### config.mk
export PLATFORM = sky130hd
export DESIGN_NAME = cfs_supervisor
export DESIGN_NICKNAME = d
export VERILOG_FILES = /design/src/cfs_pkg.sv /design/src/cfs_supervisor.sv
export SDC_FILE = /design/constraint.sdc
export NUM_CORES = 1
export LEC_CHECK = 0
export ABC_AREA = 1
export ABC_CLOCK_PERIOD_IN_PS = 2500
export BUFFER_PORTS_ARGS = -buffer_cell sky130_fd_sc_hd__buf_4
export CORE_MARGIN = 3
export CORE_UTILIZATION = 60
export CTS_CLUSTER_DIAMETER = 50
export DETAILED_ROUTE_END_ITERATION = 8
export GPL_TIMING_DRIVEN = 0
export PLACE_DENSITY = 0.89
export SETUP_SLACK_MARGIN = 0.4
export SKIP_LAST_GASP = 1
export SLEW_MARGIN = 40
export SYNTH_ARGS = -nofsm -noshare
export SYNTH_HDL_FRONTEND = slang
export SYNTH_SLANG_ARGS = --single-unit
export TNS_END_PERCENT = 30
### constraint.sdc
create_clock -name clk_sys -period 2.5 [get_ports clk_sys]
set_clock_uncertainty 0.15 [all_clocks]
set_input_delay 0.5 -clock clk_sys [delete_from_list [all_inputs] [get_ports clk_sys]]
set_output_delay 0.5 -clock clk_sys [all_outputs]
set_load 0.005 [all_outputs]
### src/cfs_pkg.sv
// Package for the converter fault supervisor: timing constants,
// comparator input bundle, output bundle and state encoding.
// Assumes a single 125 MHz system clock.
package cfs_pkg;

    // ----------------------------------------------------------------
    // Timing
    // ----------------------------------------------------------------
    localparam int unsigned CLK_HZ = 125_000_000;
    localparam int unsigned OVERLOAD_QUALIFY_TIME_MS = 64;
    localparam int unsigned RESTART_WAIT_INTERVAL_MS = 512;
    localparam int unsigned THERMAL_FILTER_TIME_US = 100;
    localparam int unsigned SOFT_START_TIME_US = 1000;
    localparam longint unsigned OVERLOAD_QUALIFY_CYCLES =
        longint'(CLK_HZ) * OVERLOAD_QUALIFY_TIME_MS / 1000;
    localparam longint unsigned RESTART_WAIT_CYCLES =
        longint'(CLK_HZ) * RESTART_WAIT_INTERVAL_MS / 1000;
    localparam longint unsigned THERMAL_FILTER_CYCLES =
        longint'(CLK_HZ) * THERMAL_FILTER_TIME_US / 1000000;
    localparam longint unsigned SOFT_START_CYCLES =
        longint'(CLK_HZ) * SOFT_START_TIME_US / 1000000;
    localparam int TIMER_W = 32;

    // ----------------------------------------------------------------
    // Carriers
    // ----------------------------------------------------------------
    typedef struct packed {
        logic fb_above_upper;
        logic fb_below_lower;
        logic supply_below_off;
        logic supply_uvlo;
        logic supply_overvoltage_guard;
        logic supply_below_recharge_low;
        logic supply_above_recharge_high;
        logic sense_open;
        logic sense_short;
        logic thermal_shutdown;
    } cfs_comp_t;

    typedef struct packed {
        logic switch_enable;
        logic soft_start;
        logic recharge_enable;
        logic overload_halted;
        logic thermal_latched;
    } cfs_out_t;

    typedef enum logic [5:0] {
        ST_OFF      = 6'h01,
        ST_WAIT_FB  = 6'h02,
        ST_SOFT     = 6'h04,
        ST_RUN      = 6'h08,
        ST_OLP_HALT = 6'h10,
        ST_LATCH    = 6'h20
    } cfs_state_t;

    typedef struct packed {
        cfs_comp_t sync1;
        cfs_comp_t sync2;
        cfs_state_t state;
        logic [TIMER_W-1:0] olp_cnt;
        logic [TIMER_W-1:0] wait_cnt;
        logic [TIMER_W-1:0] tsd_cnt;
        logic olp_armed;
        cfs_out_t out;
    } cfs_regs_t;

endpackage

### src/cfs_supervisor.sv
// Converter fault supervisor: qualifies overload, thermal and supply
// faults and gates the switching enable, soft start and recharge.
// Assumes comparator outputs arrive asynchronously as levels.
//
// Functional notes
// - Halt switching after feedback, once above the upper threshold, stays above the lower threshold for the full qualify time.
// - Clear the qualify timer whenever feedback drops below the lower threshold.
// - Keep switching while the qualify timer counts, stop only at expiry.
// - At startup begin only once feedback has reached the upper threshold.
// - After an overload stop wait the restart interval from the halt, then soft start.
// - A persisting overload halts again one qualify time after restart, repeating forever.
// - While overload halted, enable recharge when supply falls below the low level.
// - While overload halted, disable recharge once supply rises above the high level.
// - Over-temperature is filtered by a timer and then latches switching off.
// - Undervoltage, overvoltage and sense short faults recover once they clear.
// - An open sense input stops switching and recovers once it clears.
// - Supply below the off threshold forces the off state over everything else.
`timescale 1ns/1ns
`default_nettype none
module cfs_supervisor #(
    // Timer lengths in clock cycles; defaults are the product values
    parameter longint unsigned QUALIFY_CYCLES =
        cfs_pkg::OVERLOAD_QUALIFY_CYCLES,
    parameter longint unsigned RESTART_CYCLES =
        cfs_pkg::RESTART_WAIT_CYCLES,
    parameter longint unsigned FILTER_CYCLES =
        cfs_pkg::THERMAL_FILTER_CYCLES,
    parameter longint unsigned SOFT_CYCLES = cfs_pkg::SOFT_START_CYCLES
) (
    input wire logic clk_sys,
    input wire logic reset,
    input wire cfs_pkg::cfs_comp_t comp_in,
    output cfs_pkg::cfs_out_t ctrl_out
);

    // ----------------------------------------------------------------
    // State
    // ----------------------------------------------------------------
    cfs_pkg::cfs_regs_t st_r;
    cfs_pkg::cfs_regs_t st_nxt;
    localparam logic [cfs_pkg::TIMER_W-1:0] OLP_LAST =
        cfs_pkg::TIMER_W'(QUALIFY_CYCLES - 1);
    localparam logic [cfs_pkg::TIMER_W-1:0] WAIT_LAST =
        cfs_pkg::TIMER_W'(RESTART_CYCLES - 1);
    localparam logic [cfs_pkg::TIMER_W-1:0] TSD_LAST =
        cfs_pkg::TIMER_W'(FILTER_CYCLES - 1);
    localparam logic [cfs_pkg::TIMER_W-1:0] SOFT_LAST =
        cfs_pkg::TIMER_W'(SOFT_CYCLES - 1);
    localparam logic [cfs_pkg::TIMER_W-1:0] CNT_ONE =
        cfs_pkg::TIMER_W'(1);
    localparam logic [cfs_pkg::TIMER_W-1:0] CNT_ZERO = '0;

    // Faults that stop switching and recover on their own
    function automatic logic auto_fault(input cfs_pkg::cfs_comp_t c);
        auto_fault = c.supply_uvlo | c.supply_overvoltage_guard |
                     c.sense_short | c.sense_open;
    endfunction

    cfs_pkg::cfs_comp_t c;
    logic olp_expired;
    assign c = st_r.sync2;

    // ----------------------------------------------------------------
    // Next state
    // ----------------------------------------------------------------
    always_comb begin
        st_nxt = st_r;
        olp_expired = 1'b0;
        st_nxt.sync1 = comp_in;
        st_nxt.sync2 = st_r.sync1;

        // Thermal filter runs in every state
        if (c.thermal_shutdown) begin
            if (st_r.tsd_cnt != TSD_LAST) begin
                st_nxt.tsd_cnt = st_r.tsd_cnt + CNT_ONE;
            end
        end else begin
            st_nxt.tsd_cnt = CNT_ZERO;
        end

        // Overload qualify timer with hysteresis
        if (st_r.state == cfs_pkg::ST_RUN ||
                st_r.state == cfs_pkg::ST_SOFT) begin
            if (c.fb_below_lower) begin
                st_nxt.olp_armed = 1'b0;
                st_nxt.olp_cnt = CNT_ZERO;
            end else if (c.fb_above_upper || st_r.olp_armed) begin
                st_nxt.olp_armed = 1'b1;
                if (st_r.olp_cnt == OLP_LAST) begin
                    olp_expired = 1'b1;
                end else begin
                    st_nxt.olp_cnt = st_r.olp_cnt + CNT_ONE;
                end
            end
        end else begin
            st_nxt.olp_armed = 1'b0;
            st_nxt.olp_cnt = CNT_ZERO;
        end

        case (st_r.state)
            cfs_pkg::ST_OFF: begin
                st_nxt.wait_cnt = CNT_ZERO;
                if (!auto_fault(c)) begin
                    st_nxt.state = cfs_pkg::ST_WAIT_FB;
                end
            end
            cfs_pkg::ST_WAIT_FB: begin
                if (auto_fault(c)) begin
                    st_nxt.state = cfs_pkg::ST_OFF;
                end else if (c.fb_above_upper) begin
                    st_nxt.state = cfs_pkg::ST_SOFT;
                    st_nxt.wait_cnt = CNT_ZERO;
                end
            end
            cfs_pkg::ST_SOFT, cfs_pkg::ST_RUN: begin
                if (auto_fault(c)) begin
                    st_nxt.state = cfs_pkg::ST_OFF;
                end else if (olp_expired) begin
                    st_nxt.state = cfs_pkg::ST_OLP_HALT;
                    st_nxt.wait_cnt = CNT_ZERO;
                end else if (st_r.state == cfs_pkg::ST_SOFT) begin
                    if (st_r.wait_cnt == SOFT_LAST) begin
                        st_nxt.state = cfs_pkg::ST_RUN;
                    end else begin
                        st_nxt.wait_cnt = st_r.wait_cnt + CNT_ONE;
                    end
                end
            end
            cfs_pkg::ST_OLP_HALT: begin
                if (st_r.wait_cnt == WAIT_LAST) begin
                    st_nxt.state = cfs_pkg::ST_SOFT;
                    st_nxt.wait_cnt = CNT_ZERO;
                end else begin
                    st_nxt.wait_cnt = st_r.wait_cnt + CNT_ONE;
                end
            end
            cfs_pkg::ST_LATCH: begin
                st_nxt.state = cfs_pkg::ST_LATCH;
            end
            default: begin
                st_nxt.state = cfs_pkg::ST_OFF;
            end
        endcase

        // Thermal latch beats all but the supply off level
        if (st_r.tsd_cnt == TSD_LAST && c.thermal_shutdown) begin
            st_nxt.state = cfs_pkg::ST_LATCH;
        end

        // Supply below off level overrides every mode
        if (c.supply_below_off) begin
            st_nxt.state = cfs_pkg::ST_OFF;
            st_nxt.olp_armed = 1'b0;
            st_nxt.olp_cnt = CNT_ZERO;
            st_nxt.wait_cnt = CNT_ZERO;
            st_nxt.tsd_cnt = CNT_ZERO;
        end

        // Recharge hysteresis only in overload halt
        if (st_nxt.state == cfs_pkg::ST_OLP_HALT) begin
            if (c.supply_below_recharge_low) begin
                st_nxt.out.recharge_enable = 1'b1;
            end else if (c.supply_above_recharge_high) begin
                st_nxt.out.recharge_enable = 1'b0;
            end
        end else begin
            st_nxt.out.recharge_enable = 1'b0;
        end

        st_nxt.out.switch_enable =
            (st_nxt.state == cfs_pkg::ST_SOFT) ||
            (st_nxt.state == cfs_pkg::ST_RUN);
        st_nxt.out.soft_start = (st_nxt.state == cfs_pkg::ST_SOFT);
        st_nxt.out.overload_halted =
            (st_nxt.state == cfs_pkg::ST_OLP_HALT);
        st_nxt.out.thermal_latched = (st_nxt.state == cfs_pkg::ST_LATCH);
    end

    // ----------------------------------------------------------------
    // Registers
    // ----------------------------------------------------------------
    always_ff @(posedge clk_sys) begin
        if (reset) begin
            st_r <= '0;
            st_r.state <= cfs_pkg::ST_OFF;
        end else begin
            st_r <= st_nxt;
        end
    end

    assign ctrl_out = st_r.out;

endmodule
`default_nettype wire

* Word-level counts from Yosys, hierarchy flattened
Index checks and enable logic that the tools add are counted.
** Word-level totals
- Output and inout port bits :: 5
- Bits of input ports :: 12
- Flip-flop bits (word level) :: 128
** Cells by class
- Muxes and demuxes :: 34
- Equality and inequality tests :: 20
- Add/sub/neg operators :: 3
- Reduce and logical (&&, ||, !) cells :: 13
- Bitwise gates (word level) :: 7
** Operator list (count)
- $mux 32 :: 13
- $pmux 32 s4 :: 1
- $mux 103 :: 1
- $add 32x1->32 const B :: 3
- $mux 6 :: 9
- $eq 32x14->1 const B :: 1
- $eq 32x17->1 const B :: 1
- $eq 32x23->1 const B :: 1
- $eq 32x26->1 const B :: 1
- $ne 32x14->1 const B :: 1
- $pmux 6 s5 :: 1
- $eq 6x3->1 const B :: 2
- $eq 6x4->1 const B :: 2
- $eq 6x5->1 const B :: 2
- $eq 6x6->1 const B :: 2
- $mux 1 :: 9
- $eq 6x1->1 const B :: 1
- $eq 6x2->1 const B :: 1
- $ne 2x2->1 const B :: 3
- $ne 3x3->1 const B :: 2
- $reduce_and 6->1 :: 1
- $reduce_or 2->1 :: 3
- $not 1->1 :: 4
- $reduce_bool 4->1 :: 1
- other kinds (7) :: 11

* Logic depth before layout (Yosys ltp)
- Word-level depth :: 13
- Depth in mapped cells :: 16
- Gate-level depth less buffers :: 15

* Worst setup path after synthesis
OpenSTA, ideal clock, no wires.
- Path kind :: register to register
- Start point :: reg st_r[6] (netlist name)
- End point :: reg st_r[32] (netlist name)
- Period minus slack after synthesis :: 2.015 ns
- Cell stages (with the launch flop) :: 13
- Path buffers :: 0
- Setup slack :: 0.485 ns
- Arrival :: 1.752 ns
- Cell sequence :: dfxtp_1 > ha_1 > nand2_1 > nor2_1 > inv_1 > nor2_1 > nand2_1 > nor3_2 > nand3_1 > nor4_1 > nand2_1 > nand2_1 > nor2_1
** Between the ends
- Longest elaborated chain between the ends :: 1
** RTL lines
- start: declaration :: line cfs_supervisor.sv:39 : cfs_pkg::cfs_regs_t st_r;
- start signal: assignment :: line cfs_supervisor.sv:187 : st_r <= st_nxt;
- $add 32x1->32 or $ne 32x14->1 (tied branches) :: line cfs_supervisor.sv:75, cfs_supervisor.sv:74
Parallel ways exist; a longest one is shown, timed or not.
A chain may end at the register's enable or synchronous reset.

* Worst setup path after layout
- Start point :: reg st_r[104] (netlist name)
- End point :: reg st_r[54] (netlist name)
** Between the ends
- Longest elaborated chain between the ends :: 6
** RTL lines
- $eq 6x4->1 or $eq 6x3->1 (tied branches)
- $logic_or 1x1->1 :: line cfs_supervisor.sv:82 : if (st_r.state == cfs_pkg::ST_RUN ||
- $mux 1 :: line cfs_supervisor.sv:82
- $mux 32 :: line cfs_supervisor.sv:118 : end else if (olp_expired) begin
- $mux 32 :: line cfs_supervisor.sv:116 : if (auto_fault(c)) begin
- $pmux 32 s4 :: line cfs_supervisor.sv:100 : case (st_r.state)
Parallel ways exist; a longest one is shown, timed or not. The select of a mux whose other input is x is not followed.

==> flow_summary.ini <==
[floorplanning]
die_height_um = 114
boundaryPins = 17
floorplan.die.width_um = 114
row_count = 38
starting_density_pct = 62.8
design.die.area_mm2 = 0.0130
core_region_area_mm2 = 0.0111

[yosys]
synthDominantCellAreaShare_pct = 36.7
yosys_warnings = 0
synthesis.instances = 1066
post-synth-top-area-cell = sky130_fd_sc_hd__dfxtp_1
syn_nets = 1081
mappedNetlistArea_mm2 = 0.00699
synth_async_sr_flop_share_pct = 0
synth_enable_flop_cells = 0
syn-mean-instance-area_um2 = 6.56
synth.lib_cells_used.distinct = 46
synth-seq-cells = 128
ys.flop_type = sky130_fd_sc_hd__dfxtp_1
yosys-top-cells-area = sky130_fd_sc_hd__dfxtp_1 (37%), sky130_fd_sc_hd__nand2_1 (12%), sky130_fd_sc_hd__nor2_1 (8.1%)
synth_sequential_area_ratio_pct = 36.7

[placed_design]
place_worst_setup_slack_ps = -12.5
io_buffers = 15
instance_area_after_placement_mm2 = 0.00728
detailed_place_hpwl_um = 12500
dp_cells = 1221
gp_congestion = 0.956

[clock_tree]
number_of_buffers_inserted_during_clock_tree_synthesis = 17
cts_max_path_buffers = 2
clkLatencyLatePin_ps = 440
cts.htree.levels = 4
cts_hold_repair.buffers = 0
cts_num_sinks = 128
ctsRootBufferMaster = sky130_fd_sc_hd__clkbuf_16
tritoncts = built
clk_transition_reported_paths_ps = 60

[routing]
drt_first_iter_violations = 1775
iteration_count_of_the_initial_detailed_routing_pass = 9
drt-vias-per-instance = 6.52
avgRoutedWirePerCell_um = 19.7
drc = 60
detailroute.via_count = 8507
ant_nets = 0
totalWireLength_um = 25700

[cells_and_area]
area_growth_syn_to_layout_pct = 28.9
layout.cells.non_filler = 1305
fin_util_pct = 80.9
antennaDiodeCount = 0
layout.nets = 1167
stdcell_area_mm2 = 0.00901
drive_above_1_share_pct = 25.5

[worst_setup_path]
sequence_of_cells_on_the_critical_path = nor2_2 -> and2_4 -> nand3_4 -> nand2_4 -> inv_4 -> nand3_2 -> nand3_4 -> nor2_8 -> buf_6 -> nand2_1 -> a21oi_2
crit_slowest_cell = sky130_fd_sc_hd__dfxtp_1
crit_path_end_kind = flip-flop
critical_path_fanout_max = 10
kind_of_start_point_of_the_critical_path = flip-flop
cp_slowest_stage_delay_ps = 380
cp.arrival_ps = 2770
timing.setup.critical_path_class = reg -> reg
timing.reg2reg.setup_slack_ps = -60
crit_top_cell = sky130_fd_sc_hd__nand3_4
worst-endpoint-required_ps = 2710

[global_route]
grt.overflow.total = 0
grt_util_all_layers_pct = 32.1
grt_antenna_before_repair = 1
globalRoute.busiestLayer = met2
met1_track_demand_over_resource_in_global_routing_pct = 40.1
grtUsageMet3_pct = 7.53
gr_met2_demand_resource_pct = 52.3
pin_count_of_the_biggest_net_entering_global_routing = 17
grt_pass1_vias = 7289
grt_pass1_wl_um = 33800

[timing]
layout_setup_ws_ps = -56.6
worst_slew_margin_rel_pct = 59.2
max_clock_freq_ghz = 0.391
setup-violations-final = 2
setup-tns-final_ps = -72.9
finalHoldViolCount = 0
post-route-min-period_ps = 2560
worst_slew_pin_slew_ps = 607
timing.final.crit_share_pct = 102
grt_setup_unrepaired = true
slew_violations = 0

[power_and_ir_drop]
power_leakage_uw = 0.00350
worst_ir_drop_vdd_mv = 0.707
p_per_area_mw_per_mm2 = 577

[hold_path]
hold_path.class = in -> reg

[outcome]
violations = design-rule violations, negative setup slack
status = complete, but fails checks

[flow_run]
drv.max_cap_violation_count = 0
==> state kept, by name, indices dropped and copies added, names as in the netlist <==
name	flops
ctrl_out	5
c	10
st_nxt	10
st_r	103
==> metal layers <==
layer	routed length [um]	vias up
li1	-	3645
met1	9200	3804
met2	11400	795
met3	3190	261
met4	1920	2
met5	18	-
==> path summary, 6_finish.rpt <==
check | startpoint | end | cells past startpoint
worst max-delay path | st_r[104] | st_r[54] | 11
worst min-delay path | comp_in[7] | st_nxt[115] | 3
worst max register to register | st_r[104] | st_r[54] | 11
worst min register to register | st_nxt[110] | c[2] | 2
==> placed cells by master, fill, tap and decap left out, types with 7 or more instances in the layout <==
master,count
sky130_fd_sc_hd__a21oi_1,76
sky130_fd_sc_hd__buf_4,65
sky130_fd_sc_hd__clkbuf_16,19
sky130_fd_sc_hd__dfxtp_1,91
sky130_fd_sc_hd__dfxtp_2,26
sky130_fd_sc_hd__dfxtp_4,11
sky130_fd_sc_hd__inv_1,134
sky130_fd_sc_hd__inv_2,22
sky130_fd_sc_hd__nand2_1,194
sky130_fd_sc_hd__nand2_2,15
sky130_fd_sc_hd__nand2_4,13
sky130_fd_sc_hd__nand3_1,73
sky130_fd_sc_hd__nand3_2,9
sky130_fd_sc_hd__nand4_1,36
sky130_fd_sc_hd__nor2_1,122
sky130_fd_sc_hd__nor2_2,22
sky130_fd_sc_hd__nor2_4,14
sky130_fd_sc_hd__nor3_1,43
sky130_fd_sc_hd__nor3_2,12
sky130_fd_sc_hd__nor4_1,7
sky130_fd_sc_hd__o21a_1,9
sky130_fd_sc_hd__o21ai_0,43
sky130_fd_sc_hd__xor2_1,7
==> power breakdown <==
group / internal (uW) / switching, uW
Combinational: 240 / 309
Sequential: 2060 / 24.0
Clock: 1540 / 1030
Total: 3840 / 1360
==> cells in the mapped netlist (4+ instances only) <==
library cell	n
sky130_fd_sc_hd__a21oi_1	78
sky130_fd_sc_hd__buf_4	7
sky130_fd_sc_hd__buf_6	4
sky130_fd_sc_hd__clkbuf_1	9
sky130_fd_sc_hd__dfxtp_1	128
sky130_fd_sc_hd__inv_1	143
sky130_fd_sc_hd__inv_2	16
sky130_fd_sc_hd__nand2_1	216
sky130_fd_sc_hd__nand2_2	4
sky130_fd_sc_hd__nand3_1	83
sky130_fd_sc_hd__nand3b_1	6
sky130_fd_sc_hd__nand4_1	36
sky130_fd_sc_hd__nor2_1	151
sky130_fd_sc_hd__nor2_2	5
sky130_fd_sc_hd__nor3_1	54
sky130_fd_sc_hd__nor3_2	7
sky130_fd_sc_hd__nor4_1	11
sky130_fd_sc_hd__o21a_1	9
sky130_fd_sc_hd__o21ai_0	44
sky130_fd_sc_hd__o21ai_1	4
sky130_fd_sc_hd__xor2_1	7
==> per-stage QoR <==
stage	total power (uW)	hold slack, ps
after global placement	2420	241
final	5200	122
after CTS	5020	124
after global routing	5280	140
after floorplan	2340	238
after detailed placement	2430	246
==> worst max-delay path: cells and delay by family (launching register included) <==
kind,cells,cell delay [ps]
buffers and inverters,2,280
flip-flops,1,380
AND/OR/NAND/NOR,8,1480
AO/OA/AOI/OAI,1,170
==> what timing repair did <==
action | CTS | global route
endpoints found under the hold margin | 0 | 0
pin swaps | 36 | 41
setup endpoints to repair | 70 | 99
setup buffers | 23 | 25
resized for setup | 90 | 118
gates cloned | 2 | 2
==> logic make-up after synthesis <==
logic type	Yosys count	share of synthesized area [%]
simple gates	595	39.3
buf+inv	185	10.8
compound gates	145	11.4
flops	128	36.7
xor+xnor	10	1.25
fa+ha+maj	3	0.537
==> area by class of cell <==
type | instances | area (um^2)
Fill cell | 618 | 2120
Tap cell | 140 | 175
Buffer | 25 | 185
Clock buffer | 19 | 453
Clock inverter | 13 | 151
Timing Repair Buffer | 67 | 591
Multi-Input combinational cell | 753 | 4200
Inverter | 160 | 611
Sequential cell | 128 | 2640
(Power assumes the default switching activity.)
